**src/irqpr_pkg.sv**
```systemverilog
package irqpr_pkg;

  // Bus and register geometry
  localparam int BUS_DW = 32;
  localparam int REG_W = 16;
  localparam int FIELD_W = 3;
  localparam int NUM_SRC = 3;
  localparam int IDX_W = 2;

  // Byte offsets of the two words on the bus
  localparam logic [31:0] PRIO_OFFSET = 32'h0000_0000;
  localparam logic [31:0] STAT_OFFSET = 32'h0000_0004;

  // Field positions in the priority word, index 0 is the timer
  localparam int TIMER_LSB = 0;
  localparam int FAULT_LSB = 4;
  localparam int EVENT_LSB = 8;
  localparam int SRC_LSB [NUM_SRC] = '{TIMER_LSB, FAULT_LSB, EVENT_LSB};

  // Source indices as reported in status
  localparam logic [IDX_W-1:0] SRC_TIMER = 2'h0;
  localparam logic [IDX_W-1:0] SRC_FAULT = 2'h1;
  localparam logic [IDX_W-1:0] SRC_EVENT = 2'h2;

  // Priority encoding
  localparam logic [FIELD_W-1:0] LEVEL_OFF = 3'h0;
  localparam logic [FIELD_W-1:0] LEVEL_MIN = 3'h1;
  localparam logic [FIELD_W-1:0] LEVEL_MAX = 3'h7;

  // Reset value of each field and of the whole word
  localparam logic [FIELD_W-1:0] FIELD_RESET = 3'h4;
  localparam logic [REG_W-1:0] PRIO_RESET = 16'h0444;

  // Bits that exist; all others read zero and drop writes
  localparam logic [REG_W-1:0] PRIO_IMPL_MASK = 16'h0777;

  // Status word layout
  localparam int STAT_RAW_LSB = 0;
  localparam int STAT_ACT_LSB = 4;
  localparam int STAT_LVL_LSB = 8;
  localparam int STAT_SRC_LSB = 12;
  localparam int STAT_ANY_BIT = 15;

  // Bus slave phases
  typedef enum logic {
    BUS_IDLE,
    BUS_ACK
  } irqpr_bus_state_t;

endpackage

```
**src/irqpr_ctrl.sv**
```systemverilog
`timescale 1ns/1ps
module irqpr_ctrl #(
  parameter int ADDR_W = 8
) (
  // Clock and reset
  input wire logic clk,
  input wire logic rst,
  // Wishbone classic slave
  input wire logic wb_cyc,
  input wire logic wb_stb,
  input wire logic wb_we,
  input wire logic [ADDR_W-1:0] wb_adr,
  input wire logic [3:0] wb_sel,
  input wire logic [irqpr_pkg::BUS_DW-1:0] wb_dat_w,
  output logic [irqpr_pkg::BUS_DW-1:0] wb_dat_r,
  output logic wb_ack,
  // Raw requests of the three sources
  input wire logic serial_event_req,
  input wire logic serial_fault_req,
  input wire logic timer_three_req,
  // Priority fields toward the arbitration logic
  output logic [irqpr_pkg::FIELD_W-1:0] serial_event_priority,
  output logic [irqpr_pkg::FIELD_W-1:0] serial_fault_priority,
  output logic [irqpr_pkg::FIELD_W-1:0] timer_three_priority,
  // Winning request toward the processor
  output logic irq_req,
  output logic [irqpr_pkg::FIELD_W-1:0] irq_level,
  output logic [irqpr_pkg::IDX_W-1:0] irq_source
);

  localparam int FW = irqpr_pkg::FIELD_W;
  localparam int NS = irqpr_pkg::NUM_SRC;
  localparam int IW = irqpr_pkg::IDX_W;
  localparam int DW = irqpr_pkg::BUS_DW;
  localparam int RW = irqpr_pkg::REG_W;

  // Bus phase
  irqpr_pkg::irqpr_bus_state_t bus_state_reg;
  irqpr_pkg::irqpr_bus_state_t bus_state_next;

  // Bus decode
  logic bus_req;
  logic hit_prio;
  logic hit_stat;
  logic [RW-1:0] wr_mask;

  // Priority control word, only implemented bits ever hold ones
  logic [RW-1:0] prio_reg;
  logic [RW-1:0] prio_next;

  // Read data, captured when the request is first seen
  logic [DW-1:0] dat_r_reg;
  logic [DW-1:0] dat_r_next;

  // Raw requests and their registered copy
  logic [NS-1:0] req_raw;
  logic [NS-1:0] req_sync_reg;
  logic [NS-1:0] req_sync_next;

  // Per-source view, index 0 is the timer
  logic [FW-1:0] src_field [NS];
  logic [NS-1:0] src_active;
  logic [FW-1:0] src_level [NS];

  // Arbitration result before registering
  logic win_any;
  logic [FW-1:0] win_level;
  logic [IW-1:0] win_index;

  // Registered winner toward the processor
  logic irq_req_reg;
  logic irq_req_next;
  logic [FW-1:0] irq_level_reg;
  logic [FW-1:0] irq_level_next;
  logic [IW-1:0] irq_source_reg;
  logic [IW-1:0] irq_source_next;

  // Status word seen on the second bus offset
  logic [RW-1:0] status_word;

  // Refuse geometries the decode and packing cannot serve
  if (ADDR_W < 3 || ADDR_W > DW) begin : g_bad_addr
    $error("irqpr_ctrl: ADDR_W must cover both offsets");
  end
  if (NS != 3 || RW != 16) begin : g_bad_geom
    $error("irqpr_ctrl: package geometry not supported");
  end

  // Gather the three raw requests by source index
  always_comb begin
    req_raw = '0;
    req_raw[irqpr_pkg::SRC_TIMER] = timer_three_req;
    req_raw[irqpr_pkg::SRC_FAULT] = serial_fault_req;
    req_raw[irqpr_pkg::SRC_EVENT] = serial_event_req;
  end

  // Request strobes and word select
  assign bus_req = wb_cyc && wb_stb;
  assign hit_prio = (wb_adr == ADDR_W'(irqpr_pkg::PRIO_OFFSET));
  assign hit_stat = (wb_adr == ADDR_W'(irqpr_pkg::STAT_OFFSET));

  // Ack one cycle after the request; dropped when the master lets go
  assign wb_ack = (bus_state_reg == irqpr_pkg::BUS_ACK) && bus_req;

  // Bus phase: one wait state, then ack for a single cycle
  always_comb begin
    bus_state_next = bus_state_reg;
    unique case (bus_state_reg)
      irqpr_pkg::BUS_IDLE: begin
        if (bus_req) begin
          bus_state_next = irqpr_pkg::BUS_ACK;
        end
      end
      irqpr_pkg::BUS_ACK: begin
        // Always back to idle, so ack never stands two cycles
        bus_state_next = irqpr_pkg::BUS_IDLE;
      end
    endcase
  end

  // Bus phase register
  always_ff @(posedge clk or posedge rst) begin
    if (rst) begin
      bus_state_reg <= irqpr_pkg::BUS_IDLE;
    end else begin
      bus_state_reg <= bus_state_next;
    end
  end

  // Byte lanes that may change; unused bits never take a write
  always_comb begin
    wr_mask = '0;
    for (int b = 0; b < RW / 8; b++) begin
      if (wb_sel[b]) begin
        wr_mask[b*8 +: 8] = 8'hFF;
      end
    end
    wr_mask = wr_mask & irqpr_pkg::PRIO_IMPL_MASK;
  end

  // Control word update, taken at the edge where ack is high
  always_comb begin
    prio_next = prio_reg;
    if (wb_ack && wb_we && hit_prio) begin
      prio_next = (prio_reg & ~wr_mask) |
                  (wb_dat_w[RW-1:0] & wr_mask);
    end
  end

  // Control word register
  always_ff @(posedge clk or posedge rst) begin
    if (rst) begin
      prio_reg <= irqpr_pkg::PRIO_RESET;
    end else begin
      prio_reg <= prio_next;
    end
  end

  // Status packing: raw, qualified, winner level and source
  always_comb begin
    status_word = '0;
    status_word[irqpr_pkg::STAT_RAW_LSB +: NS] = req_sync_reg;
    status_word[irqpr_pkg::STAT_ACT_LSB +: NS] = src_active;
    status_word[irqpr_pkg::STAT_LVL_LSB +: FW] = irq_level_reg;
    status_word[irqpr_pkg::STAT_SRC_LSB +: IW] = irq_source_reg;
    status_word[irqpr_pkg::STAT_ANY_BIT] = irq_req_reg;
  end

  // Read data captured on the request's first cycle
  // Held through the ack cycle so the master sees a steady word
  always_comb begin
    dat_r_next = dat_r_reg;
    if ((bus_state_reg == irqpr_pkg::BUS_IDLE) && bus_req) begin
      dat_r_next = '0;
      if (hit_prio) begin
        dat_r_next[RW-1:0] = prio_reg & irqpr_pkg::PRIO_IMPL_MASK;
      end else if (hit_stat) begin
        dat_r_next[RW-1:0] = status_word;
      end
    end
  end

  // Read data register
  always_ff @(posedge clk or posedge rst) begin
    if (rst) begin
      dat_r_reg <= '0;
    end else begin
      dat_r_reg <= dat_r_next;
    end
  end

  assign wb_dat_r = dat_r_reg;

  // Requests are synchronous already; one stage keeps paths short
  always_comb begin
    req_sync_next = req_raw;
  end

  // Request register
  always_ff @(posedge clk or posedge rst) begin
    if (rst) begin
      req_sync_reg <= '0;
    end else begin
      req_sync_reg <= req_sync_next;
    end
  end

  // One qualifier per source, field picked from its own position
  for (genvar i = 0; i < NS; i++) begin : g_src
    // Event field at 10:8, fault 6:4, timer 2:0
    assign src_field[i] = prio_reg[irqpr_pkg::SRC_LSB[i] +: FW];

    irqpr_source #(
      .FIELD_W(FW)
    ) u_source (
      .field_val(src_field[i]),
      .src_req(req_sync_reg[i]),
      .req_active(src_active[i]),
      .req_level(src_level[i])
    );
  end

  // Highest level wins; a tie goes to the lower source index
  // A zero field never reaches here, as the source is inactive
  always_comb begin
    win_any = 1'b0;
    win_level = irqpr_pkg::LEVEL_OFF;
    win_index = irqpr_pkg::SRC_TIMER;
    for (int i = 0; i < NS; i++) begin
      if (src_active[i] && (src_level[i] > win_level)) begin
        win_any = 1'b1;
        win_level = src_level[i];
        win_index = IW'(i);
      end
    end
  end

  // Winner next values
  always_comb begin
    irq_req_next = win_any;
    irq_level_next = win_level;
    irq_source_next = win_index;
  end

  // Winner registers; costs a cycle but gives glitch-free outputs
  always_ff @(posedge clk or posedge rst) begin
    if (rst) begin
      irq_req_reg <= 1'b0;
      irq_level_reg <= irqpr_pkg::LEVEL_OFF;
      irq_source_reg <= irqpr_pkg::SRC_TIMER;
    end else begin
      irq_req_reg <= irq_req_next;
      irq_level_reg <= irq_level_next;
      irq_source_reg <= irq_source_next;
    end
  end

  // Fields toward the arbitration logic
  assign serial_event_priority = src_field[irqpr_pkg::SRC_EVENT];
  assign serial_fault_priority = src_field[irqpr_pkg::SRC_FAULT];
  assign timer_three_priority = src_field[irqpr_pkg::SRC_TIMER];

  // Winner toward the processor
  assign irq_req = irq_req_reg;
  assign irq_level = irq_level_reg;
  assign irq_source = irq_source_reg;

  // Notes for users of this block:
  // The status word is read only; writes to it are acked and dropped.
  // Offsets outside the two words read zero and drop writes too.
  // A read of the control word shows the value before a write
  // that is acked in the same cycle; writes never overlap reads
  // on a classic single-cycle bus, so this cannot be observed.
  // The winner output trails a field change by one clock, and a
  // request change by two, because both pass through registers.
  // Every unimplemented bit is forced to zero twice over: once by
  // the write mask and again on read, so a bad reset value
  // constant could not leak into software's view.

endmodule

```
**src/irqpr_source.sv**
```systemverilog
`timescale 1ns/1ps
module irqpr_source #(
  parameter int FIELD_W = 3
) (
  // Priority field from the control word
  input wire logic [FIELD_W-1:0] field_val,
  // Sampled request of the source
  input wire logic src_req,
  // Qualified request and its level
  output logic req_active,
  output logic [FIELD_W-1:0] req_level
);

  // Zero field blocks the source outright
  always_comb begin
    req_active = src_req && (field_val != irqpr_pkg::LEVEL_OFF);
    req_level = irqpr_pkg::LEVEL_OFF;
    if (req_active) begin
      req_level = field_val;
    end
  end

  initial begin
    if (FIELD_W != irqpr_pkg::FIELD_W) begin
      $error("irqpr_source: FIELD_W must match the package");
    end
  end

endmodule

```
**config.mk**
```make
export PLATFORM = sky130hd
export DESIGN_NAME = irqpr_ctrl
export DESIGN_NICKNAME = d
export VERILOG_FILES = /design/src/irqpr_pkg.sv /design/src/irqpr_ctrl.sv /design/src/irqpr_source.sv
export SDC_FILE = /design/constraint.sdc
export NUM_CORES = 1
export LEC_CHECK = 0
export BUFFER_PORTS_ARGS = -buffer_cell sky130_fd_sc_hd__buf_4
export CAP_MARGIN = 40
export CELL_PAD_IN_SITES_DETAIL_PLACEMENT = 1
export CELL_PAD_IN_SITES_GLOBAL_PLACEMENT = 2
export CORE_ASPECT_RATIO = 0.8
export CORE_MARGIN = 5
export CORE_UTILIZATION = 22
export DETAILED_ROUTE_END_ITERATION = 16
export PLACE_DENSITY_LB_ADDON = 0.1
export SLEW_MARGIN = 20
export SYNTH_ARGS = -nofsm -noshare
export SYNTH_HDL_FRONTEND = slang
export SYNTH_HIERARCHICAL = 1
export SYNTH_SLANG_ARGS = --single-unit
```
**constraint.sdc**
```tcl
create_clock -name clk -period 3.5 [get_ports clk]
set_clock_uncertainty 0.2 [all_clocks]
set_input_delay 0.525 -clock clk [delete_from_list [all_inputs] [get_ports clk]]
set_output_delay 0.525 -clock clk [all_outputs]
set_load 0.005 [all_outputs]
```
==> impl_metrics.tcl, run 1 <==
set metrics [dict create \
    vias 1296 \
    dp_cells 305 \
    die-area_um2 9550 \
    cts.path.max_buffers 2 \
    wl_per_cell_um 14.6 \
    ff2ff_setup_slack_ps 200 \
    slew_headroom 0.612 \
    drt_iter0_drc 24 \
    final_util 0.315 \
    worstSkewPairLatency_ps 280 \
    worst_ir_drop_vdd_uv 123 \
    portBuffers 54 \
    synth_seq_cells 31 \
    worst_pin_slew_ps 582 \
    place_congestion 0.756 \
    cts_tree "done" \
    synth-seq-area-share 0.461 \
    grt_max_degree 32 \
    drive_above_1_share 0.465 \
    worstSetupStartpointType "flip-flop" \
    grt_usage 0.0991 \
    swShare 0.234 \
    cp.arrival_ps 3300 \
    clock.fmax_ghz 0.303 \
    die_w_um 108 \
    end_kind "flip-flop" \
    grt_pass1_wl_um 7230 \
    hold_viol 0 \
    min_path_type "primary input to async pin" \
    die_h_um 88.4 \
    seqCellArea_um2 779 \
    synth-compound-area-share 0.109 \
    fin_crit_sh 0.943 \
    setup_viol 0 \
    fin_crit_ps 3300 \
    hpwlAfterDp_um 3610 \
    finalPower_mw 0.683 \
    h-tree-depth 2 \
    dpl_cell_area_um2 2180 \
    cts_hold_buf 0 \
    critical_path_required_ps 3500 \
    p_clk_frac 0.399 \
    fillers 854 \
    layout_commonest_cell "buf_4" \
    drv_slew 0 \
    rows 28 \
    io_pins 100 \
    leakage_nw 1.23 \
    synth_xor_xnor_area_share 0 \
    synthAdderAreaFrac 0.0444 \
    worst-setup-path-type "flip-flop to flip-flop" \
    timing.hold.ws_ps 140 \
    clk_pin_slew_ps 70 \
    yosys.area_share.simple 0.160 \
    viasPerCell 4.05 \
    antenna_found_initial 0 \
    ant_nets 0 \
    fin_cells 320 \
    combPwrFrac 0.068 \
    synth_ff_type "dfrtp_1" \
    synthMuxAreaShare 0.110 \
    wl_um 4680 \
    fin_area_um2 2340 \
    cts.sinks 31 \
    initial_core_util 0.228 \
    yosysWarnings 6 \
    async_flop_share 1.00 \
    dr.pass1.iters 4 \
    path_max_fanout 5 \
    grt_pass1_vias 1350 \
    core-area_um2 7430 \
    cts_made_buffers 5 \
    p_sw_mw 0.160 \
    drc 0 \
    syn2layout_area_growth_pct 38.3 \
    intPower_mw 0.523 \
    pwr_density_cell_nw_per_um2 292 \
    synthCells 144 \
    fin_nets 272 \
    final_cell_mix "buf_4 (66), dfrtp_1 (28), conb_1 (20)" \
    cap_viol_max_count 0 \
    synth_edf_count 0 \
    status "complete, no violations" \
    synth_top_family_by_area "simple AND/OR/NAND/NOR gates" \
    multiInputGateArea_um2 817 \
    overflow 0 \
    cts-root-buf "clkbuf_8" \
    syn_area_um2 1690 \
    avgSynthCellArea_um2 11.7 \
    p_seq_frac 0.533 \
    antenna-diode-count 0 \
    synth_cell_types 34 \
]
==> cell type report <==
cell class / instances / area share
well taps: 105 / 0.0562
clock buffers: 7 / 0.0326
multi-input cells: 101 / 0.349
flip-flops and latches: 31 / 0.333
inverters: 9 / 0.0144
repair buffers: 66 / 0.212
clock inverters: 1 / 0.00214
==> worst max-delay path, stage by stage, from the launching register on <==
cell      delay (ps)
dfstp_2          540
o31a_1           260
nand2_2          100
ha_1             280
and3b_1          180
o211ai_1         170
buf_4            170
mux2i_2          240
ha_1             280
nor2b_1          150
o31ai_2          260
buf_4            200
mux2i_1          200
==> path summary, 6_finish.rpt <==
path	endpoint	cells past startpoint
worst max register to register	irq_level[1]	12
min in group clk	req_sync_reg[0]	1
worst min-delay path	bus_state_reg	3
worst min register to register	wb_dat_r[12]	1
worst max-delay path	irq_level[1]	12
max in group asynchronous	async pin	3
==> through the flow <==
step,worst slack [ps],TNS [ps]
final,200,0
after global routing,-14.0,-14.0
after CTS,129,0
after detailed placement,158,0
after global placement,195,0
after floorplan,144,0
==> Yosys cell counts, types with 2 or more instances <==
master,number,area share
dfrtp_1,28,0.41
buf_4,20,0.089
a221o_1,9,0.053
and2_0,9,0.033
inv_1,9,0.020
and2_1,7,0.026
ha_1,6,0.044
mux2_4,6,0.053
mux2_2,5,0.033
nand2_1,5,0.011
mux2i_1,4,0.024
a22o_1,3,0.016
and2_2,3,0.013
dfstp_2,3,0.047
o31a_1,3,0.016
and3_1,2,0.0074
clkbuf_1,2,0.0044
nand3_1,2,0.0059
nor2b_1,2,0.0074
o31ai_1,2,0.0089
==> power groups by stage <==
stage | Clock, mW | Sequential [mW] | Combinational, mW
detailed placement | 0 | 0.371 | 0.0462
CTS | 0.282 | 0.364 | 0.0465
finish | 0.273 | 0.364 | 0.0462
global route | 0.301 | 0.364 | 0.0522
global placement | 0 | 0.371 | 0.0455
floorplan | 0 | 0.370 | 0.0333
==> per-layer routing <==
layer	part of all wire	track usage	wire length (um)	vias to the layer above
li1	-	-	-	605
met1	0.44	0.126	2080	645
met2	0.48	0.161	2240	41
met3	0.063	0.0284	297	5
met4	0.013	0.0378	63	0
met5	0	0	0	-
==> cells by family after synthesis <==
group / Yosys count
multiplexers: 15
AO/OA/AOI/OAI: 21
buffers and inverters: 31
AND/OR/NAND/NOR: 39
flip-flops: 31
adder cells (fa/ha/maj): 6
other: 1
==> repair_timing <==
action                     4_1_cts  5_1_grt
buffers inserted                 0        7
resized for setup                0        4
setup endpoints to repair        0        4
Power figures use the tool's default switching activity.
==> run 2: changes to the inputs <==
- ABC_CLOCK_PERIOD_IN_PS: unset -> 3500
- CORE_UTILIZATION: 22 -> 23
- CTS_BUF_LIST: unset -> sky130_fd_sc_hd__clkbuf_2 sky130_fd_sc_hd__clkbuf_4 sky130_fd_sc_hd__clkbuf_8
==> run 2 against run 1 <==
Compared with the run above: combinational power hardly changed; setup slack worse by 45 ps; core utilization is 0.98 points higher.
==> impl_metrics.tcl, run 2 (same netlist as run 1, synthesis figures left out) <==
set metrics [dict create \
    end_kind "flip-flop" \
    wl_um 4590 \
    die_w_um 106 \
    vias 1289 \
    timing.hold.ws_ps 129 \
    worst_pin_slew_ps 554 \
    worstSkewPairLatency_ps 280 \
    die-area_um2 9170 \
    ant_nets 0 \
    final_util 0.325 \
    cp.arrival_ps 3310 \
    drc 0 \
    critical_path_required_ps 3460 \
    antenna-diode-count 0 \
    drive_above_1_share 0.479 \
    dr.pass1.iters 4 \
    cap_viol_max_count 0 \
    antenna_found_initial 0 \
    dpl_cell_area_um2 2160 \
    fin_nets 270 \
    ff2ff_path_depth 12 \
    setup_tns_ps 0 \
    clk_pin_slew_ps 70 \
    clock.fmax_ghz 0.299 \
    grt_usage 0.102 \
    min_path_type "primary input to async pin" \
    cpMaxStageDelayCell "dfstp_2" \
    pwr_density_cell_nw_per_um2 328 \
    cts-root-buf "clkbuf_8" \
    cp_cell_sequence "o31a_1 > nand2_2 > ha_1 > and3b_1 > o211ai_1 > buf_4 > mux2i_2 > ha_1 > o21ai_0 > a31oi_1 > o31ai_2 > mux2_2" \
    syn2layout_area_growth_pct 40.0 \
    fin_area_um2 2370 \
    grt_pass1_vias 1386 \
    regToRegEndpoint "irq_level[0]" \
    portBuffers 54 \
    cts_tree "done" \
    initial_core_util 0.232 \
    grt_pass1_wl_um 7310 \
    layout_commonest_cell "buf_4" \
    ff2ff_setup_slack_ps 150 \
    core-area_um2 7290 \
    drt_iter0_drc 14 \
    critPathMaxStageDelay_ps 550 \
    viasPerCell 4.25 \
    cts.path.max_buffers 2 \
    fin_crit_sh 0.956 \
    hold_viol 0 \
    hpwlAfterDp_um 3540 \
    final_cell_mix "buf_4 (64), dfrtp_1 (28), conb_1 (20)" \
    io_pins 100 \
    status "complete, no violations" \
    fin_crit_ps 3350 \
    slew_headroom 0.631 \
    place_congestion 0.764 \
    rows 28 \
    cts.sinks 31 \
    worst-setup-path-type "flip-flop to flip-flop" \
    path_max_fanout 5 \
    die_h_um 86.7 \
    worstSetupStartpointType "flip-flop" \
    drv_slew 0 \
    timing.critical_path.mode_cell "ha_1" \
    setup_viol 0 \
    cts_made_buffers 5 \
    leakage_nw 1.24 \
    worst_ir_drop_vdd_uv 125 \
    overflow 0 \
    h-tree-depth 2 \
    grt_max_degree 32 \
    wl_per_cell_um 15.2 \
]
[run 2: changes by cell type in the layout (fill, tap and decap cells not counted)]
| cell | change |
|---|---|
| clkbuf_8 | +1 |
| ha_4 | +1 |
| mux2i_1 | -1 |
| ha_1 | -1 |
| buf_4 | -2 |
| mux2i_4 | +1 |
| clkbuf_1 | -2 |
| bufinv_16 | +1 |
[run 2: worst max-delay path: cells and delay by family, from the launching register on]
family | cells | cell delay [ps]
AOI/OAI and AO/OA | 5 | 780
muxes | 2 | 640
adders and majority gates | 2 | 590
DFF | 1 | 550
and+or+nand+nor | 2 | 280
buffers and inverters | 1 | 180
[run 2: metal layers]
layer  routed length [um]  global-route usage  vias up
li1                     -                   -      604
met1                 2000               0.122      632
met2                 2210               0.178       49
met3                  310              0.0268        4
met4                   68              0.0388        0
met5                    0                   0        -
[run 2: report_power, final]
group	total (mW)	internal [mW]	switching, mW
clock	0.367	0.230	0.137
sequential	0.364	0.361	0.00311
combinational	0.0460	0.0225	0.0235
total	0.777	0.614	0.163
[run 2: final cells by class]
cell class / count / area (um2)
clock buffer: 6 / 82.6
clock inverter: 2 / 35.0
fill: 821 / 4920
inverter: 9 / 33.8
multi-input combinational: 101 / 842
sequential: 31 / 779
tap: 90 / 113
timing repair buffer: 64 / 480
[run 2: per-stage QoR]
step,setup WS [ps],cells,total power [mW]
after detailed placement,88.5,290,0.417
after floorplan,144,163,0.403
after global routing,-13.3,303,0.812
after global placement,200,290,0.417
final,155,303,0.777
after CTS,82.6,298,0.792
[run 2: worst max path at each step]
stage               cells past startpoint           end  slack (ps)  startpoint
global route                           12  irq_level[1]         -10   flip-flop
detailed placement                     11  irq_level[0]          90   flip-flop
floorplan                              10  irq_level[0]         140   flip-flop
global placement                       11  irq_level[0]         200   flip-flop
finish                                 12  irq_level[0]         150   flip-flop
CTS                                    11  irq_level[0]          80   flip-flop
[run 2: repair_timing]
item,CTS,global route
gates resized for setup,0,7
setup endpoints to repair,0,6
hold buffers,0,0
endpoints found under the hold margin,0,0
setup buffers,0,5
==> run 3: changes to the inputs <==
- ABC_AREA: unset -> 1
- ABC_CLOCK_PERIOD_IN_PS: 3500 -> unset
- CORE_UTILIZATION: 23 -> 22
==> run 3 against run 2 <==
Compared with the run above: clock power grew 2%; first-iteration DRC count grew to 5.4 times the previous value; final cell count grew 41%; largest cell class unchanged; critical path depth grew 8; sequential share of layout area shrank 1.8 points.
==> impl_metrics.tcl, run 3 <==
set metrics [dict create \
    status "complete, no violations" \
    grt_pass1_wl_um 8790 \
    synth-compound-area-share 0.0444 \
    clock.fmax_ghz 0.324 \
    synth_top_cell_area_share 0.361 \
    synth_cell_types 22 \
    cts_made_buffers 5 \
    yosysMostFrequentCell "nand2_1" \
    synthMuxAreaShare 0 \
    finalPower_mw 0.795 \
    antenna_found_initial 0 \
    io_pins 100 \
    min_path_type "primary input to async pin" \
    syn_area_um2 1940 \
    rsz0062_at_grt "false" \
    cp.arrival_ps 3050 \
    fin_cells 428 \
    critPathMaxStageDelay_ps 600 \
    fillers 1054 \
    path_max_fanout 5 \
    leakage_nw 1.45 \
    rows 30 \
    cts.path.max_buffers 2 \
    overflow 0 \
    pwr_density_cell_nw_per_um2 318 \
    synth-seq-area-share 0.401 \
    cts-root-buf "clkbuf_8" \
    synth_ff_type "dfrtp_1" \
    combPwrFrac 0.072 \
    regToRegEndpoint "irq_level[2]" \
    cp_cell_sequence "nor2_1 > nand2_1 > nand2_2 > nor2_2 > nor2_1 > nand2_1 > nand3_1 > ha_1 > nand3_1 > nand2_1 > nand2_1 > nand2_1 > nand2_1 > ha_1 > a21oi_1 > o21ai_1 > nand2_2 > inv_2 > nand2_1 > nand2_1" \
    drc 0 \
    yosys.area_share.simple 0.332 \
    p_clk_frac 0.470 \
    hold_viol 0 \
    cp_top_family "simple AND/OR/NAND/NOR gates" \
    async_flop_share 1.00 \
    clk_pin_slew_ps 70 \
    fin_nets 373 \
    worstSetupPathDepth 20 \
    wl_per_cell_um 12.3 \
    ff2ff_setup_slack_ps 410 \
    setup_tns_ps 0 \
    cts.sinks 31 \
    fin_crit_sh 0.882 \
    cts_tree "done" \
    drv_slew 0 \
    synth_edf_count 0 \
    cp_num_buf_inv 1 \
    synth_seq_cells 31 \
    grt_usage 0.103 \
    synthCells 257 \
    wl_um 5260 \
    die_h_um 94.1 \
    final_cell_mix "nand2_1 (87), buf_4 (56), inv_1 (38), dfrtp_1 (28), nand3_1 (24)" \
    place_ws_ps 282 \
    crit_path_end "irq_level[2]" \
    synthTopCellsByCount "nand2_1 (88), inv_1 (38), dfrtp_1 (28)" \
    synthAdderAreaFrac 0.0386 \
    intPower_mw 0.616 \
    drt_iter0_drc 76 \
    worst-setup-path-type "flip-flop to flip-flop" \
    p_sw_mw 0.179 \
    p_seq_frac 0.458 \
    place_congestion 0.707 \
    syn2layout_area_growth_pct 28.8 \
    finalWorstSetupSlack_ps 413 \
    critical_path_required_ps 3470 \
    dp_cells 420 \
    synth_xor_xnor_area_share 0 \
    initial_core_util 0.227 \
    die_w_um 115 \
    ff2ff_path_depth 20 \
    dr.pass1.iters 4 \
    cpMaxStageDelayCell "dfstp_2" \
    core-area_um2 8560 \
    h-tree-depth 2 \
    yosysWarnings 6 \
    multiInputGateArea_um2 885 \
    worst_ir_drop_vdd_uv 173 \
    swShare 0.225 \
    viasPerCell 3.76 \
    final_util 0.293 \
    ant_nets 0 \
    vias 1609 \
    worstSkewPairLatency_ps 280 \
    worstSetupStartpointType "flip-flop" \
    avgSynthCellArea_um2 7.56 \
    timing.critical_path.mode_cell "nand2_1" \
    synth_top_family_by_area "simple AND/OR/NAND/NOR gates" \
    synthTopCellsByArea "dfrtp_1 (36%), nand2_1 (17%), buf_4 (8.1%)" \
    fin_crit_ps 3090 \
    synth_top_area_cell "dfrtp_1" \
    grt_max_degree 32 \
    grt_pass1_vias 1729 \
    end_kind "flip-flop" \
    cap_viol_max_count 0 \
    setup_viol 0 \
    layout_commonest_cell "nand2_1" \
    die-area_um2 10800 \
    seqCellArea_um2 779 \
    portBuffers 54 \
    hpwlAfterDp_um 4250 \
    drive_above_1_share 0.313 \
    antenna-diode-count 0 \
]
==> run 3: cell types whose count changed after synthesis, moves of 7 or more <==
cell / before / now
nand2_1: 5 / 88
inv_1: 9 / 38
nand3_1: 2 / 24
a221o_1: 9 / 0
and2_0: 9 / 0
nand2_2: 0 / 8
o21ai_2: 0 / 7
==> run 3: layout make-up <==
cell class                 instances  area share
clock buffer                       6      0.0330
clock inverter                     2      0.0140
inverter                          43      0.0645
multi-input combinational        178       0.353
sequential                        31       0.311
tap                              112      0.0560
timing repair buffer              56       0.168
==> run 3: cell families (layout without fill, tap and decap cells) <==
logic type	count (synthesis)	count (layout)
AO/OA/AOI/OAI	12	12
adder cells (fa/ha/maj)	6	6
buffers and inverters	67	107
flip-flops	31	31
other	1	20
AND/OR/NAND/NOR	140	140
==> run 3: stage by stage <==
stage	hold WS, ps	area, um2
5_1_grt	130	2500
3_3_place_gp	267	2380
4_1_cts	132	2500
3_5_place_dp	271	2380
2_1_floorplan	271	2010
6_report	137	2500
==> run 3: worst register-to-register path: cells and delay by family (launching register included) <==
kind,cells,cell delay (ps)
and+or+nand+nor,15,1230
adders and majority gates,2,620
DFF,1,600
AOI/OAI and AO/OA,2,240
buffers and inverters,1,80
==> run 3: worst min path at each step <==
stage | endpoint | from | cells past startpoint
after global placement | wb_dat_r[15] | wb_dat_r[15] | 2
after CTS | req_sync_reg[1] | serial_fault_req | 1
final | irq_level[0] | rst | 3
after detailed placement | wb_dat_r[13] | wb_dat_r[13] | 2
after global routing | req_sync_reg[2] | serial_event_req | 1
after floorplan | wb_dat_r[0] | wb_dat_r[0] | 2
==> run 3: what timing repair did <==
action                                  in CTS  in global routing
endpoints found under the setup margin       0                  4
setup buffers                                0                  0
gates resized for setup                      0                  1
hold buffers                                 0                  0
==> run 3: per-layer routing <==
metal	up-vias	global-route usage	part of all wire
met5	-	0	0
met4	0	0.0352	0.013
met3	7	0.0251	0.058
met2	41	0.147	0.41
met1	710	0.151	0.52
li1	851	-	-
==> run 3: power groups by stage <==
stage	registers, mW	logic [mW]	clock network, mW
2_1_floorplan	0.370	0.0438	0
3_3_place_gp	0.371	0.0581	0
3_5_place_dp	0.371	0.0585	0
4_1_cts	0.364	0.0587	0.392
5_1_grt	0.365	0.0652	0.405
6_report	0.364	0.0574	0.374
